==> config.mk <==
export PLATFORM = sky130hd
export DESIGN_NAME = dcd_core
export DESIGN_NICKNAME = d
export VERILOG_FILES = /design/src/hw/dcd_core.v
export VERILOG_INCLUDE_DIRS = /design/src /design/src/hw
export SDC_FILE = /design/constraint.sdc
export NUM_CORES = 2
export LEC_CHECK = 0
export BUFFER_PORTS_ARGS = -buffer_cell sky130_fd_sc_hd__buf_4
export CAP_MARGIN = 25
export CORE_ASPECT_RATIO = 0.9
export CORE_MARGIN = 1.5
export CORE_UTILIZATION = 35
export CTS_BUF_LIST = sky130_fd_sc_hd__clkbuf_4
export DETAILED_ROUTE_END_ITERATION = 8
export PLACE_DENSITY_LB_ADDON = 0.15
export SLEW_MARGIN = 20
export SYNTH_ARGS = -nofsm -noshare
export SYNTH_HDL_FRONTEND = slang
export SYNTH_SLANG_ARGS = --single-unit
==> constraint.sdc <==
create_clock -name sys_clk -period 53.4 [get_ports sys_clk]
set_input_delay 10.68 -clock sys_clk [delete_from_list [all_inputs] [get_ports sys_clk]]
set_output_delay 10.68 -clock sys_clk [all_outputs]
set_load 0.02 [all_outputs]
==> src/hw/dcd_regs.vh <==
// Behaviour
// - sixteen 16-bit working registers, each usable as data, address or offset.
// - two 40-bit accumulators A and B, both DSP result targets.
// - shadow copies of registers 0 to SHD_N-1 move in one cycle; not addressable.
// - byte ops on a working register change only its low byte; bus reaches both bytes.
// - register 15 is the stack pointer, moved by push, pop, calls, returns, link and unlink.
// - stack grows upward; push writes then increments, pop decrements then reads.
// - register 14 is the frame pointer for link/unlink, still an ordinary register.
// - effective addresses are 16-bit byte addresses over a 64 KB space.
// - byte reads fetch the whole word; address bit 0 selects the byte.
// - post-increment advances by one for bytes, two for words.
// - word accesses at odd addresses raise the address error trap.
// - X space has separate read and write buses; MAC also reads Y concurrently.
// - bit-reversed addressing only on X writes; modulo addressing on X and Y.
// - 17x17 signed/unsigned multiplier giving 1.31 fractional or 32-bit integer result.
// - 40-bit adder sign-extends inputs; selected accumulator is source and destination.
// - add and load accumulator operands may be scaled by the barrel shifter.
// - overflow out of bit 39 latches that accumulator's catastrophic overflow flag.
// - guard overflow flag set while bits 32 to 39 are not all equal.
// - overflow flags show in the status register and may raise an arithmetic trap.
// - accumulator saturation clamps to 40-bit or 32-bit limits when enabled.
// - store-path saturation leaves the source accumulator unchanged.
// - accumulator store rounds to 1.15, conventional or convergent by mode.
// - without rounding the store truncates to 1.15, dropping the low word.
// - barrel shifter moves 40 bits left up to 31 or right up to 32 places in one cycle.
`ifndef DCD_REGS_VH
`define DCD_REGS_VH
`define DCD_CTRL_OFS      8'h00
`define DCD_STATUS_OFS    8'h04
`define DCD_MODSTART_OFS  8'h08
`define DCD_MODEND_OFS    8'h0C
`define DCD_BREVMOD_OFS   8'h10
`define DCD_ACCALO_OFS    8'h14
`define DCD_ACCAHI_OFS    8'h18
`define DCD_ACCBLO_OFS    8'h1C
`define DCD_ACCBHI_OFS    8'h20
`define DCD_WREG_BASE     8'h40
`define DCD_CTRL_RST      16'h0000
`define CTL_SATA    0
`define CTL_SATB    1
`define CTL_SAT32   2
`define CTL_STSAT   3
`define CTL_CONV    4
`define CTL_FRAC    5
`define CTL_CATTE   6
`define CTL_OVTE    7
`define CTL_MODEN   8
`define CTL_BREVEN  9
`define CTL_MULUS   10
`define ST_CATA     0
`define ST_CATB     1
`define ST_GRDA     2
`define ST_GRDB     3
`define ST_AERR     4
`define ST_BUSY     5
`define OP_LIT   4'h0
`define OP_LOAD  4'h1
`define OP_STORE 4'h2
`define OP_PUSH  4'h3
`define OP_POP   4'h4
`define OP_CALL  4'h5
`define OP_RET   4'h6
`define OP_LINK  4'h7
`define OP_UNLK  4'h8
`define OP_MAC   4'h9
`define OP_MPY   4'hA
`define OP_ADD   4'hB
`define OP_LAC   4'hC
`define OP_ASTR  4'hD
`define OP_SSAV  4'hE
`define OP_SRST  4'hF
`define SP_IDX   4'hF
`define FP_IDX   4'hE
`endif

==> src/hw/dcd_core.v <==
`timescale 1ns/1ps
`default_nettype none
`include "dcd_regs.vh"
module dcd_core #(
  parameter SHD_N = 4
) (
  input  wire        sys_clk,
  input  wire        rst,
  input  wire [7:0]  s_axi_awaddr,
  input  wire        s_axi_awvalid,
  output wire        s_axi_awready,
  input  wire [31:0] s_axi_wdata,
  input  wire [3:0]  s_axi_wstrb,
  input  wire        s_axi_wvalid,
  output wire        s_axi_wready,
  output reg  [1:0]  s_axi_bresp,
  output reg         s_axi_bvalid,
  input  wire        s_axi_bready,
  input  wire [7:0]  s_axi_araddr,
  input  wire        s_axi_arvalid,
  output wire        s_axi_arready,
  output reg  [31:0] s_axi_rdata,
  output reg  [1:0]  s_axi_rresp,
  output reg         s_axi_rvalid,
  input  wire        s_axi_rready,
  input  wire        op_valid,
  output wire        op_ready,
  input  wire [3:0]  op_code,
  input  wire [3:0]  op_dst,
  input  wire [3:0]  op_src,
  input  wire [3:0]  op_src2,
  input  wire        op_byte,
  input  wire        op_postinc,
  input  wire        op_accumulator_b,
  input  wire        op_sub,
  input  wire        op_round,
  input  wire [5:0]  op_shift,
  input  wire [15:0] op_lit,
  output reg         xr_en_q,
  output reg  [15:0] xr_addr_q,
  input  wire [15:0] xr_rdata,
  output reg         yr_en_q,
  output reg  [15:0] yr_addr_q,
  input  wire [15:0] yr_rdata,
  output reg         xw_en_q,
  output reg  [15:0] xw_addr_q,
  output reg  [15:0] xw_data_q,
  output reg  [1:0]  xw_be_q,
  output reg  [15:0] ret_addr_q,
  output reg         addr_err_trap_q,
  output reg         arith_err_trap_q
);
  localparam [1:0] S_IDLE = 2'b00;
  localparam [1:0] S_WAIT = 2'b01;
  localparam [1:0] S_TAKE = 2'b10;
  reg  [1:0]  state_q;
  reg  [15:0] ctrl_q;
  reg  [15:0] mod_start_q;
  reg  [15:0] mod_end_q;
  reg  [15:0] brev_mod_q;
  reg         cat_a_q;
  reg         cat_b_q;
  reg         aerr_q;
  reg  [39:0] accumulator_a;
  reg  [39:0] accumulator_b;
  reg  [15:0] shd_q [0:SHD_N-1];
  wire [15:0] w [0:15];
  wire [15:0] shd_w [0:15];
  reg  [3:0]  rd_op_q;
  reg  [3:0]  rd_dst_q;
  reg         rd_byte_q;
  reg         rd_hi_q;
  reg         rd_accumulator_b_q;
  reg         rd_sub_q;
  assign op_ready = (state_q == S_IDLE);

  ////////////////////////////////////////////////////////////////////////////
  // address helpers
  function [15:0] rev16;
    input [15:0] v;
    integer k;
    begin
      for (k = 0; k < 16; k = k + 1) begin
        rev16[k] = v[15-k];
      end
    end
  endfunction
  function [15:0] pinc;
    input [15:0] p;
    input [15:0] st;
    reg   [15:0] n;
    begin
      n = p + st;
      // circular buffer wraps once the pointer steps past the end
      if (ctrl_q[`CTL_MODEN] && p <= mod_end_q && n > mod_end_q) begin
        n = mod_start_q;
      end
      pinc = n;
    end
  endfunction

  wire [15:0] step  = op_byte ? 16'h0001 : 16'h0002;
  wire [15:0] sp    = w[`SP_IDX];
  wire [15:0] fp    = w[`FP_IDX];
  ////////////////////////////////////////////////////////////////////////////
  // dsp datapath
  reg         d_prod;
  reg         d_load;
  reg         d_accumulator_b;
  reg         d_sub;
  wire        in_take = (state_q == S_TAKE);
  wire [15:0] m_x = in_take ? xr_rdata : w[op_src];
  wire [15:0] m_y = in_take ? yr_rdata : w[op_src2];
  wire        us  = ctrl_q[`CTL_MULUS];
  wire signed [16:0] mx = {(~us & m_x[15]), m_x};
  wire signed [16:0] my = {(~us & m_y[15]), m_y};
  wire signed [33:0] prod = mx * my;
  wire [39:0] p40 = {{6{prod[33]}}, prod};
  wire [39:0] pscl = ctrl_q[`CTL_FRAC] ? {p40[38:0], 1'b0} : p40;
  wire [39:0] sh_in = {{8{w[op_src][15]}}, w[op_src], 16'h0000};
  wire [5:0]  sh_neg = 6'h00 - op_shift;
  // kept apart from the select so an unsigned branch cannot turn the right shift logical
  wire signed [39:0] sh_sr = $signed(sh_in) >>> sh_neg;
  wire [39:0] sh_out = op_shift[5] ? sh_sr : (sh_in << op_shift);
  wire [39:0] opnd = d_prod ? pscl : sh_out;
  wire [39:0] acc_src = d_accumulator_b ? accumulator_b : accumulator_a;
  wire [39:0] acc_base = d_load ? 40'h0000000000 : acc_src;
  wire [40:0] sum = d_sub ? ({acc_base[39], acc_base} - {opnd[39], opnd})
                          : ({acc_base[39], acc_base} + {opnd[39], opnd});
  wire        cat_ov = sum[40] ^ sum[39];
  wire        sat_en = d_accumulator_b ? ctrl_q[`CTL_SATB] : ctrl_q[`CTL_SATA];
  reg  [39:0] acc_res;
  always @* begin
    acc_res = sum[39:0];
    if (sat_en && cat_ov) begin
      acc_res = sum[40] ? 40'h8000000000 : 40'h7FFFFFFFFF;
    end else if (sat_en && ctrl_q[`CTL_SAT32] && (sum[39:31] != {9{sum[39]}})) begin
      acc_res = sum[39] ? 40'hFF80000000 : 40'h007FFFFFFF;
    end
  end
  wire        grd_res = acc_res[39:32] != {8{acc_res[39]}};
  wire        grd_a = accumulator_a[39:32] != {8{accumulator_a[39]}};
  wire        grd_b = accumulator_b[39:32] != {8{accumulator_b[39]}};
  // store path: rounding then saturation, the accumulator itself is untouched
  wire [39:0] st_acc = op_accumulator_b ? accumulator_b : accumulator_a;
  wire [15:0] st_lo = st_acc[15:0];
  wire        rnd_up = op_round && (ctrl_q[`CTL_CONV] ?
                 ((st_lo > 16'h8000) || ((st_lo == 16'h8000) && st_acc[16])) : st_lo[15]);
  wire [39:0] st_r = st_acc + (rnd_up ? 40'h0000010000 : 40'h0000000000);
  wire        st_big = ctrl_q[`CTL_STSAT] && (st_r[39:31] != {9{st_r[39]}});
  wire [15:0] st_word = st_big ? (st_r[39] ? 16'h8000 : 16'h7FFF) : st_r[31:16];
  ////////////////////////////////////////////////////////////////////////////
  // operation decode
  reg        pa_en, pa_byte, pb_en, pc_en, acc_we, rx, ry, wx, chk, use_y, shd_save, shd_rest, mis;
  reg [3:0]  pa_idx, pb_idx, pc_idx;
  reg [15:0] pa_dat, pb_dat, pc_dat, ea, ya, wdat;
  reg [1:0]  wbe;
  reg [1:0]  nstate;
  wire [7:0] rd_byte = rd_hi_q ? xr_rdata[15:8] : xr_rdata[7:0];
  always @* begin
    pa_en = 1'b0; pa_byte = op_byte; pa_idx = op_dst; pa_dat = op_lit;
    pb_en = 1'b0; pb_idx = op_src; pb_dat = 16'h0000;
    pc_en = 1'b0; pc_idx = op_src2; pc_dat = 16'h0000;
    acc_we = 1'b0; d_prod = 1'b0; d_load = 1'b0; d_accumulator_b = op_accumulator_b; d_sub = op_sub;
    rx = 1'b0; ry = 1'b0; wx = 1'b0; chk = 1'b0; use_y = 1'b0;
    ea = w[op_src]; ya = w[op_src2]; wdat = w[op_src]; wbe = 2'b11;
    shd_save = 1'b0; shd_rest = 1'b0; nstate = state_q; mis = 1'b0;
    case (state_q)
      S_IDLE: begin
        if (op_valid) begin
          case (op_code)
            `OP_LIT: begin pa_en = 1'b1; end
            `OP_LOAD: begin
              rx = 1'b1; chk = !op_byte;
              pb_en = op_postinc; pb_dat = pinc(w[op_src], step);
            end
            `OP_STORE: begin
              ea = w[op_dst]; wx = 1'b1; chk = !op_byte;
              if (op_byte) begin
                wdat = {w[op_src][7:0], w[op_src][7:0]};
                wbe = w[op_dst][0] ? 2'b10 : 2'b01;
              end
              pb_en = op_postinc; pb_idx = op_dst;
              pb_dat = ctrl_q[`CTL_BREVEN] ? rev16(rev16(w[op_dst]) + rev16(brev_mod_q))
                                           : pinc(w[op_dst], step);
            end
            `OP_PUSH, `OP_CALL: begin
              ea = sp; wx = 1'b1; chk = 1'b1;
              wdat = (op_code == `OP_CALL) ? op_lit : w[op_src];
              pb_en = 1'b1; pb_idx = `SP_IDX; pb_dat = sp + 16'h0002;
            end
            `OP_POP, `OP_RET: begin
              ea = sp - 16'h0002; rx = 1'b1; chk = 1'b1;
              pb_en = 1'b1; pb_idx = `SP_IDX; pb_dat = sp - 16'h0002;
            end
            `OP_LINK: begin
              ea = sp; wx = 1'b1; chk = 1'b1; wdat = fp;
              pa_en = 1'b1; pa_byte = 1'b0; pa_idx = `FP_IDX; pa_dat = sp + 16'h0002;
              pb_en = 1'b1; pb_idx = `SP_IDX; pb_dat = sp + 16'h0002 + op_lit;
            end
            `OP_UNLK: begin
              ea = fp - 16'h0002; rx = 1'b1; chk = 1'b1;
              pb_en = 1'b1; pb_idx = `SP_IDX; pb_dat = fp - 16'h0002;
            end
            `OP_MAC: begin
              rx = 1'b1; ry = 1'b1; chk = 1'b1; use_y = 1'b1;
              pb_en = op_postinc; pb_dat = pinc(w[op_src], 16'h0002);
              pc_en = op_postinc; pc_dat = pinc(w[op_src2], 16'h0002);
            end
            `OP_MPY: begin acc_we = 1'b1; d_prod = 1'b1; d_load = 1'b1; d_sub = 1'b0; end
            `OP_ADD: begin acc_we = 1'b1; end
            `OP_LAC: begin acc_we = 1'b1; d_load = 1'b1; d_sub = 1'b0; end
            `OP_ASTR: begin
              ea = w[op_dst]; wx = 1'b1; chk = 1'b1; wdat = st_word;
              pb_en = op_postinc; pb_idx = op_dst; pb_dat = pinc(w[op_dst], 16'h0002);
            end
            `OP_SSAV: begin shd_save = 1'b1; end
            default: begin shd_rest = 1'b1; end
          endcase
          mis = chk && (ea[0] || (use_y && ya[0]));
          if (mis) begin
            pa_en = 1'b0; pb_en = 1'b0; pc_en = 1'b0; wx = 1'b0; rx = 1'b0; ry = 1'b0;
          end
          if (rx) begin
            nstate = S_WAIT;
          end
        end
      end
      S_WAIT: begin
        nstate = S_TAKE;
      end
      S_TAKE: begin
        nstate = S_IDLE;
        d_accumulator_b = rd_accumulator_b_q; d_sub = rd_sub_q; d_prod = 1'b1;
        pa_idx = rd_dst_q; pa_byte = rd_byte_q;
        pa_dat = rd_byte_q ? {8'h00, rd_byte} : xr_rdata;
        case (rd_op_q)
          `OP_MAC: begin acc_we = 1'b1; end
          `OP_RET: begin pa_en = 1'b0; end
          `OP_UNLK: begin pa_en = 1'b1; pa_idx = `FP_IDX; pa_byte = 1'b0; end
          default: begin pa_en = 1'b1; end
        endcase
      end
      default: begin
        nstate = S_IDLE;
      end
    endcase
  end

  ////////////////////////////////////////////////////////////////////////////
  // register bus
  reg         aw_got_q, w_got_q;
  reg  [7:0]  awaddr_q;
  reg  [31:0] wdata_q;
  reg  [3:0]  wstrb_q;
  assign s_axi_awready = !aw_got_q && !s_axi_bvalid;
  assign s_axi_wready  = !w_got_q && !s_axi_bvalid;
  assign s_axi_arready = !s_axi_rvalid;
  wire        wr_go = aw_got_q && w_got_q && !s_axi_bvalid;
  wire        w_win = (awaddr_q[7:6] == 2'b01);
  wire        wr_ok = (awaddr_q[1:0] == 2'b00) && (w_win || awaddr_q <= `DCD_ACCBHI_OFS);
  wire        bw_en = wr_go && w_win && wr_ok;
  wire        st_wr = wr_go && (awaddr_q == `DCD_STATUS_OFS) && wstrb_q[0];
  reg  [31:0] rd_d;
  reg         rd_ok;
  always @* begin
    rd_ok = 1'b1;
    rd_d = 32'h00000000;
    if (s_axi_araddr[1:0] != 2'b00) begin
      rd_ok = 1'b0;
    end else if (s_axi_araddr[7:6] == 2'b01) begin
      rd_d = {16'h0000, w[s_axi_araddr[5:2]]};
    end else begin
      case (s_axi_araddr)
        `DCD_CTRL_OFS:     rd_d = {16'h0000, ctrl_q};
        `DCD_STATUS_OFS:   rd_d = {26'h0000000, (state_q != S_IDLE), aerr_q, grd_b, grd_a, cat_b_q, cat_a_q};
        `DCD_MODSTART_OFS: rd_d = {16'h0000, mod_start_q};
        `DCD_MODEND_OFS:   rd_d = {16'h0000, mod_end_q};
        `DCD_BREVMOD_OFS:  rd_d = {16'h0000, brev_mod_q};
        `DCD_ACCALO_OFS:   rd_d = accumulator_a[31:0];
        `DCD_ACCAHI_OFS:   rd_d = {24'h000000, accumulator_a[39:32]};
        `DCD_ACCBLO_OFS:   rd_d = accumulator_b[31:0];
        `DCD_ACCBHI_OFS:   rd_d = {24'h000000, accumulator_b[39:32]};
        default:           rd_ok = 1'b0;
      endcase
    end
  end

  ////////////////////////////////////////////////////////////////////////////
  // working registers, core ports ahead of the bus
  genvar gi;
  generate
    for (gi = 0; gi < 16; gi = gi + 1) begin : g_w
      localparam integer GI = gi;
      localparam [3:0] IDX = GI[3:0];
      reg [15:0] r_q;
      if (gi < SHD_N) begin : g_s
        assign shd_w[gi] = shd_q[gi];
      end else begin : g_n
        assign shd_w[gi] = 16'h0000;
      end
      always @(posedge sys_clk or posedge rst) begin
        if (rst) begin
          r_q <= 16'h0000;
        end else if (pc_en && pc_idx == IDX) begin
          r_q <= pc_dat;
        end else if (pb_en && pb_idx == IDX) begin
          r_q <= pb_dat;
        end else if (pa_en && pa_idx == IDX) begin
          r_q <= pa_byte ? {r_q[15:8], pa_dat[7:0]} : pa_dat;
        end else if (shd_rest && gi < SHD_N) begin
          r_q <= shd_w[gi];
        end else if (bw_en && awaddr_q[5:2] == IDX) begin
          if (wstrb_q[0]) r_q[7:0] <= wdata_q[7:0];
          if (wstrb_q[1]) r_q[15:8] <= wdata_q[15:8];
        end
      end
      assign w[gi] = r_q;
    end
  endgenerate

  integer si;
  always @(posedge sys_clk or posedge rst) begin
    if (rst) begin
      for (si = 0; si < SHD_N; si = si + 1) shd_q[si] <= 16'h0000;
    end else if (shd_save) begin
      for (si = 0; si < SHD_N; si = si + 1) shd_q[si] <= w[si];
    end
  end

  ////////////////////////////////////////////////////////////////////////////
  // sequential state
  always @(posedge sys_clk or posedge rst) begin
    if (rst) begin
      state_q <= S_IDLE;
      ctrl_q <= `DCD_CTRL_RST;
      mod_start_q <= 16'h0000; mod_end_q <= 16'h0000; brev_mod_q <= 16'h0000;
      cat_a_q <= 1'b0; cat_b_q <= 1'b0; aerr_q <= 1'b0;
      accumulator_a <= 40'h0000000000; accumulator_b <= 40'h0000000000;
      rd_op_q <= 4'h0; rd_dst_q <= 4'h0; rd_byte_q <= 1'b0;
      rd_hi_q <= 1'b0; rd_accumulator_b_q <= 1'b0; rd_sub_q <= 1'b0;
      xr_en_q <= 1'b0; xr_addr_q <= 16'h0000; yr_en_q <= 1'b0; yr_addr_q <= 16'h0000;
      xw_en_q <= 1'b0; xw_addr_q <= 16'h0000; xw_data_q <= 16'h0000; xw_be_q <= 2'b00;
      ret_addr_q <= 16'h0000; addr_err_trap_q <= 1'b0; arith_err_trap_q <= 1'b0;
      aw_got_q <= 1'b0; w_got_q <= 1'b0; awaddr_q <= 8'h00;
      wdata_q <= 32'h00000000; wstrb_q <= 4'h0;
      s_axi_bvalid <= 1'b0; s_axi_bresp <= 2'b00;
      s_axi_rvalid <= 1'b0; s_axi_rresp <= 2'b00; s_axi_rdata <= 32'h00000000;
    end else begin
      state_q <= nstate;
      xr_en_q <= rx; yr_en_q <= ry; xw_en_q <= wx;
      if (rx) xr_addr_q <= {ea[15:1], 1'b0};
      if (ry) yr_addr_q <= ya;
      if (wx) begin
        xw_addr_q <= ea; xw_data_q <= wdat; xw_be_q <= wbe;
      end
      if (rx) begin
        rd_op_q <= op_code; rd_dst_q <= op_dst; rd_byte_q <= op_byte && (op_code == `OP_LOAD);
        rd_hi_q <= ea[0]; rd_accumulator_b_q <= op_accumulator_b; rd_sub_q <= op_sub;
      end
      if (in_take && rd_op_q == `OP_RET) ret_addr_q <= xr_rdata;
      addr_err_trap_q <= mis;
      if (acc_we) begin
        if (d_accumulator_b) accumulator_b <= acc_res;
        else accumulator_a <= acc_res;
      end
      arith_err_trap_q <= acc_we && ((cat_ov && ctrl_q[`CTL_CATTE]) || (grd_res && ctrl_q[`CTL_OVTE]));
      // sticky flags: a new event wins over a clear in the same cycle
      cat_a_q <= (acc_we && !d_accumulator_b && cat_ov) || (cat_a_q && !(st_wr && wdata_q[`ST_CATA]));
      cat_b_q <= (acc_we && d_accumulator_b && cat_ov) || (cat_b_q && !(st_wr && wdata_q[`ST_CATB]));
      aerr_q <= mis || (aerr_q && !(st_wr && wdata_q[`ST_AERR]));
      if (s_axi_awvalid && s_axi_awready) begin
        aw_got_q <= 1'b1; awaddr_q <= s_axi_awaddr;
      end
      if (s_axi_wvalid && s_axi_wready) begin
        w_got_q <= 1'b1; wdata_q <= s_axi_wdata; wstrb_q <= s_axi_wstrb;
      end
      if (wr_go) begin
        aw_got_q <= 1'b0; w_got_q <= 1'b0; s_axi_bvalid <= 1'b1;
        s_axi_bresp <= wr_ok ? 2'b00 : 2'b10;
        case (awaddr_q)
          `DCD_CTRL_OFS: begin
            if (wstrb_q[0]) ctrl_q[7:0] <= wdata_q[7:0];
            if (wstrb_q[1]) ctrl_q[15:8] <= wdata_q[15:8];
          end
          `DCD_MODSTART_OFS: mod_start_q <= wdata_q[15:0];
          `DCD_MODEND_OFS:   mod_end_q <= wdata_q[15:0];
          `DCD_BREVMOD_OFS:  brev_mod_q <= wdata_q[15:0];
          default: begin end
        endcase
      end else if (s_axi_bvalid && s_axi_bready) begin
        s_axi_bvalid <= 1'b0;
      end
      if (s_axi_arvalid && s_axi_arready) begin
        s_axi_rvalid <= 1'b1; s_axi_rdata <= rd_d; s_axi_rresp <= rd_ok ? 2'b00 : 2'b10;
      end else if (s_axi_rvalid && s_axi_rready) begin
        s_axi_rvalid <= 1'b0;
      end
    end
  end
endmodule
`default_nettype wire

# After elaboration in Yosys (flattened, before gate mapping)
# Cells that the tools add are included.
# word_totals
input_bits,135
ff_bits,633
elab_cells,693
output_inout_bits,129
# classes
mul,1
n_eq_ne,117
n_addsub,14
n_mux,218
order_cmp,14
n_bitwise,9
shift,2
n_reduce_logical,244
# op_table
op,n
two-way mux 16 bit,103
two-way mux 40 bit,9
case mux 32 bit (9 select lines),1
binary-select mux 16 bit (select 4 bit),4
"== test 4 bit, second input constant",41
nonzero test 4 bit,36
case mux 16 bit (4 select lines),2
case mux 16 bit (8 select lines),1
logical AND 1 bit,109
"== test 4 x 3 -> 1 bit, second input constant",21
greater-than comparator 16 bit,5
"adder 16 x 2 -> 16 bit, second input constant",4
two-way mux 1 bit,64
two-way mux 32 bit,2
"!= test 4 bit, second input constant",16
nonzero test 5 bit,12
AND reduction 3 bit,18
<= comparator 16 bit,3
AND reduction 2 bit,22
adder 40 x 40 -> 41 bit,1
two-way mux 41 bit,1
subtractor 40 x 40 -> 41 bit,1
adder 40 x 17 -> 40 bit,1
"== test 4 x 2 -> 1 bit, second input constant",10
49 further kinds,132

# Longest topological paths before layout
# logic_depth
depth_word,19
mapped_depth,58
mapped_depth_nobuf,48

# Worst setup path before layout
# No wires, ideal clock.
# synth_path
path_kind,in2reg
startpoint,input op_src2[0]
endpoint,register accumulator_b[3]
path_stages,51
required_ns,53.257
setup_time_ns,0.143
arrival_ns,23.259
n_path_buf,8
slack_ns,29.999
path_cell_list,buf_2 buf_2 buf_2 buf_1 buf_1 mux4_2 mux4_2 mux2i_1 nor2_1 fa_1 inv_1 fa_1 inv_1 fa_1 fa_1 fa_1 inv_1 fa_1 [... 15 more ...] ha_1 clkbuf_1 a21oi_1 o21ai_0 nor2b_1 a211oi_1 o21ba_2 o41ai_1 a21o_1 a31oi_1 xor2_1 or2_2 o41ai_4 or2_1 buf_6 o21ai_4 buf_6 o311ai_2
# synth_lines
item,line_no,text
"start, declared",dcd_core.v:31,"input wire [3:0] op_src2,"
NOT 4 -> 5 bit (*),--,
binary-select mux 16 bit (select 4 bit) (*),--,
two-way mux 16 bit (*) (2 in series),--,
net ya[11],dcd_core.v:156,"reg [15:0] pa_dat, pb_dat, pc_dat, ea, ya, wdat;"
two-way mux 16 bit (*),dcd_core.v:113,wire [15:0] m_y = in_take ? yr_rdata : w[op_src2];
multiplier 17 x 17 -> 34 bit (*),dcd_core.v:117,wire signed [33:0] prod = mx * my;
two-way mux 34 bit,dcd_core.v:119,"wire [39:0] pscl = ctrl_q[`CTL_FRAC] ? {p40[38:0], 1'b0} : p40;"
two-way mux 40 bit (*),dcd_core.v:125,wire [39:0] opnd = d_prod ? pscl : sh_out;
adder 40 x 40 -> 41 bit or subtractor 40 x 40 -> 41 bit (tied branches),"dcd_core.v:129, dcd_core.v:128",
two-way mux 41 bit (*),dcd_core.v:128,"wire [40:0] sum = d_sub ? ({acc_base[39], acc_base} - {opnd[39], opnd})"
!= test 8 bit,dcd_core.v:137,end else if (sat_en && ctrl_q[`CTL_SAT32] && (sum[39:31] != {9{sum[39]}})) begin
logical AND 1 bit,dcd_core.v:137,
two-way mux 40 bit,dcd_core.v:137,
two-way mux 40 bit (*),dcd_core.v:135,if (sat_en && cat_ov) begin
"end signal, assigned",dcd_core.v:364,if (d_accumulator_b) accumulator_b <= acc_res;
"end, declared",dcd_core.v:65,reg [39:0] accumulator_b;
# The timed path passes the listed nets; every way through them passes the cells marked *. The select of a mux whose other input is x is not followed.
# A chain may end at the register's enable or synchronous reset.

# Worst setup path in the final report
# layout_path
startpoint,input op_src[0]
endpoint,register accumulator_a[16]
# layout_via
elab_chain_len,15
# layout_rtl
item,line_no,text
"start, declared",dcd_core.v:30,"input wire [3:0] op_src,"
NOT 4 -> 5 bit (implied by the code) (*),"dcd_core.v:112, dcd_core.v:120",
binary-select mux 16 bit (select 4 bit) (*),"dcd_core.v:112, dcd_core.v:120",
two-way mux 16 bit (implied by the code) (*) (2 in series),"dcd_core.v:112, dcd_core.v:120",
two-way mux 16 bit,dcd_core.v:112,wire [15:0] m_x = in_take ? xr_rdata : w[op_src];
AND 1 bit,dcd_core.v:115,"wire signed [16:0] mx = {(~us & m_x[15]), m_x};"
multiplier 17 x 17 -> 34 bit,dcd_core.v:117,
two-way mux 34 bit,dcd_core.v:119,
two-way mux 40 bit (*),dcd_core.v:125,
adder 40 x 40 -> 41 bit or subtractor 40 x 40 -> 41 bit (tied branches),"dcd_core.v:129, dcd_core.v:128",
two-way mux 41 bit (*),dcd_core.v:128,
!= test 8 bit,dcd_core.v:137,
logical AND 1 bit,dcd_core.v:137,
two-way mux 40 bit,dcd_core.v:137,
two-way mux 40 bit (*),dcd_core.v:135,
"end signal, assigned",dcd_core.v:365,else accumulator_a <= acc_res;
"end, declared",dcd_core.v:64,reg [39:0] accumulator_a;
# Every way passes the cells marked *; elsewhere a longest branch is shown, timed or not. The select of a mux whose other input is x is not followed.

==> summary.md <==
| Metric | Value |
|---|---|
| CTS tree | `done` |
| Layout area overhead | `11.2%` |
| PortBufs | `242` |
| Crit path DAT | `27.96 ns` |
| EDFF count, synth | `0` |
| RSZ-0062 raised after global routing | `no` |
| Root buffer cell | `clkbuf_4` |
| Total CTS buffers | `192` |
| DRC viols | `8` |
| CP Class | `in -> reg` |
| DR pass1 iterations | `9` |
| Max-slew violation count | `0` |
| Clk slew on worst S/H paths | `0.06 ns` |
| Sequential cell area fraction in the yosys report | `22.5%` |
| Initial antenna violation count | `27` |
| CP peak stage delay | `1.00 ns` |
| Worst EP required | `54.53 ns` |
| Core Box Area | `199000 sq um` |
| Initial Utilization | `35.3%` |
| GPL Wtd Cong | `1.06` |
| WL final | `382000 um` |
| Max FO, Critical Path | `49` |
| Share of cells above drive strength 1 | `18.2%` |
| Area of the die | `203000 sq um` |
| Critical path endpoint category | `flop` |
| Synth cell types | `119` |
| Hold buffer count at CTS | `0` |
| Final ANT Viol Nets | `0` |
| Hold WC Path Type | `reg -> reg` |
| Clock Skews | `0.137 ns` |
| Tcrit/Tclk final | `50.2%` |
| Vias in the first global route | `68743` |
| Row Count | `155` |
| Setup Buffers After CTS | `0` |
| CP max-delay cell | `a2111oi_0` |
| Setup violators final | `0` |
| # fillers | `20407` |
| Largest net degree at the start of global routing | `153` |
| Total GRT Usage | `36.5%` |
| First-pass GRT wire length | `529000 um` |
| Final instance area | `77900 sq um` |
| HPWL Detailed | `298000 um` |
| Warning count from the yosys run | `0` |
| Skew-Pair Late Insertion Delay | `1.37 ns` |
| Failing checks | `DRC` |
| Vias per cell | `6.61` |
| Post-synth ARST share | `100%` |
| Status | `complete, but fails checks` |
| Post-placement cell area | `75200 sq um` |
| Die W | `475 um` |
| DR iter-0 viols | `10548` |
| Cts repair resizes | `0` |
| Sum Neg Setup Slack | `0 ns` |
| H-tree Lvls | `4` |
| # nets final | `8937` |
| Via count | `73011` |
| Mapped Area | `70100 sq um` |
| Achievable Freq | `37.3 MHz` |
| Clock buffer depth | `3` |
| Core Util, Final | `39.2%` |
| Final Hold Fails | `0` |
| Mapped Avg Cell Area | `8.66 sq um` |
| Die height | `427 um` |
| Top Ports | `264` |
| Most used cell along the critical path | `fa_1` |
| Worst-Margin Slew | `1.36 ns` |
| TritonCTS Sinks | `631` |
| Yosys reg bits | `631` |
| Mapped Cells | `8086` |
| Final min period | `26.83 ns` |
| Relative slew slack | `9.59%` |
| Total grt overflow | `0` |
| Post-synth top flop | `dfrtp_1` |
| Max-cap violations | `0` |
| Critical Path Source Type | `input pin` |
| Routed wire length per instance | `34.6 um` |
## cells in the mapped netlist (all sizes together), types with 31 or more instances
cell type,count,area (sq um)
a211oi,67,513
a21o,107,803
a21oi,501,2510
a221oi,180,1600
a222oi,57,571
a22oi,185,1400
a31oi,89,557
and2,80,508
buf,126,704
clkbuf,495,1860
dfrtp,631,15800
fa,301,6030
ha,296,3700
inv,441,1660
mux2,195,2200
mux2i,224,2240
mux4,266,5990
nand2,1036,3890
nand2b,53,332
nand3,186,931
nand4,95,616
nor2,632,2370
nor2b,67,419
nor3,82,427
nor4,50,334
o211ai,96,734
o21a,46,345
o21ai,419,2120
o221a,48,541
o221ai,31,278
o22ai,205,1280
o311ai,70,628
o31ai,42,325
or2,38,238
xnor2,167,1460
xor2,87,762
## cell usage in the layout, fill, tap and decap left out, types with 107 or more instances in the layout
cell / synthesis / routed
a21oi_1: 501 / 501
xnor2_1: 167 / 165
mux4_2: 266 / 266
a21o_1: 107 / 107
mux2_2: 195 / 195
mux2i_1: 224 / 222
o22ai_1: 205 / 205
nor2_1: 632 / 613
clkbuf_4: 0 / 290
ha_1: 296 / 296
nand2_1: 1035 / 1032
dfrtp_1: 631 / 631
buf_4: 6 / 526
a22oi_1: 184 / 184
a221oi_1: 176 / 174
o21ai_0: 385 / 380
nand3_1: 186 / 184
fa_1: 301 / 301
inv_1: 434 / 433
## flip-flops by register name, indices dropped and copies added, names as in the netlist, 16 cells and up
register and count:
accumulator_b 40, shd_q 64, brev_mod_q 16, g_w.r_q 240, accumulator_a 40, mod_end_q 16
s_axi_rdata 32, fp 16, xw_addr_q 16, mod_start_q 16, xw_data_q 16, ret_addr_q 16
yr_addr_q 16, ctrl_q 16, wdata_q 16
## layout make-up
type                    count  area (sq um)  area share [%]
clock inverters            58           347           0.445
clock buffers             286          2150            2.76
well taps                2669          3340            4.29
diodes                     25          62.6          0.0803
multi-input cells        6386         50300            64.6
flip-flops and latches    631         15800            20.3
inverters                 450          1700            2.18
repair buffers            544          4170            5.36
## critical path, delay by kind of cell
family | cells | cell delay [ns]
buffers and inverters | 6 | 1.32
adder cells (fa/ha/maj) | 8 | 3.75
AO/OA/AOI/OAI | 16 | 6.94
XOR/XNOR | 3 | 0.62
multiplexers | 1 | 0.22
AND/OR/NAND/NOR | 10 | 4.27
## layer usage
layer,routed length [um],up-vias,global-route usage (%)
li1,-,30443,-
met1,149000,36622,47.1
met2,159000,4889,53.4
met3,46900,1035,12.2
met4,26200,22,20.7
met5,517,-,0.379
## cell families (layout without fill, tap and decap cells)
group,count (synthesis),after routing,share of synthesized area (%)
compound gates,2406,2406,23.7
xor+xnor,254,254,3.18
fa+ha+maj,598,598,13.9
buf+inv,1071,1338,6.07
flops,631,631,22.5
mux,685,685,14.9
other cells,1,28,0.00535
simple gates,2440,2440,15.7
## final timing paths
check | start | to | slack, ns | depth (start not counted)
max in group asynchronous | rst | s_axi_rdata[19] | 41.56 | 4
min in group asynchronous | rst | awaddr_q[4] | 9.49 | 2
worst max register to register | g_w[15].r_q[13] | accumulator_a[16] | 36.63 | 44
worst min-delay path | s_axi_rdata[17] | s_axi_rdata[17] | 0.48 | 2
worst min register to register | s_axi_rdata[17] | s_axi_rdata[17] | 0.48 | 2
worst max-delay path | op_src[0] | accumulator_a[16] | 26.57 | 44
## stage by stage
step | setup WS, ns | instances | hold slack (ns)
after floorplan | 25.05 | 8088 | 0.446
after global placement | 26.00 | 10659 | 0.462
after detailed placement | 25.98 | 10671 | 0.467
after CTS | 27.34 | 11015 | 0.479
after global routing | 26.28 | 11037 | 0.500
final | 26.57 | 11049 | 0.478
Power is not shown: default switching activity piles up to over one toggle a cycle in this logic, so the estimate is an artifact.
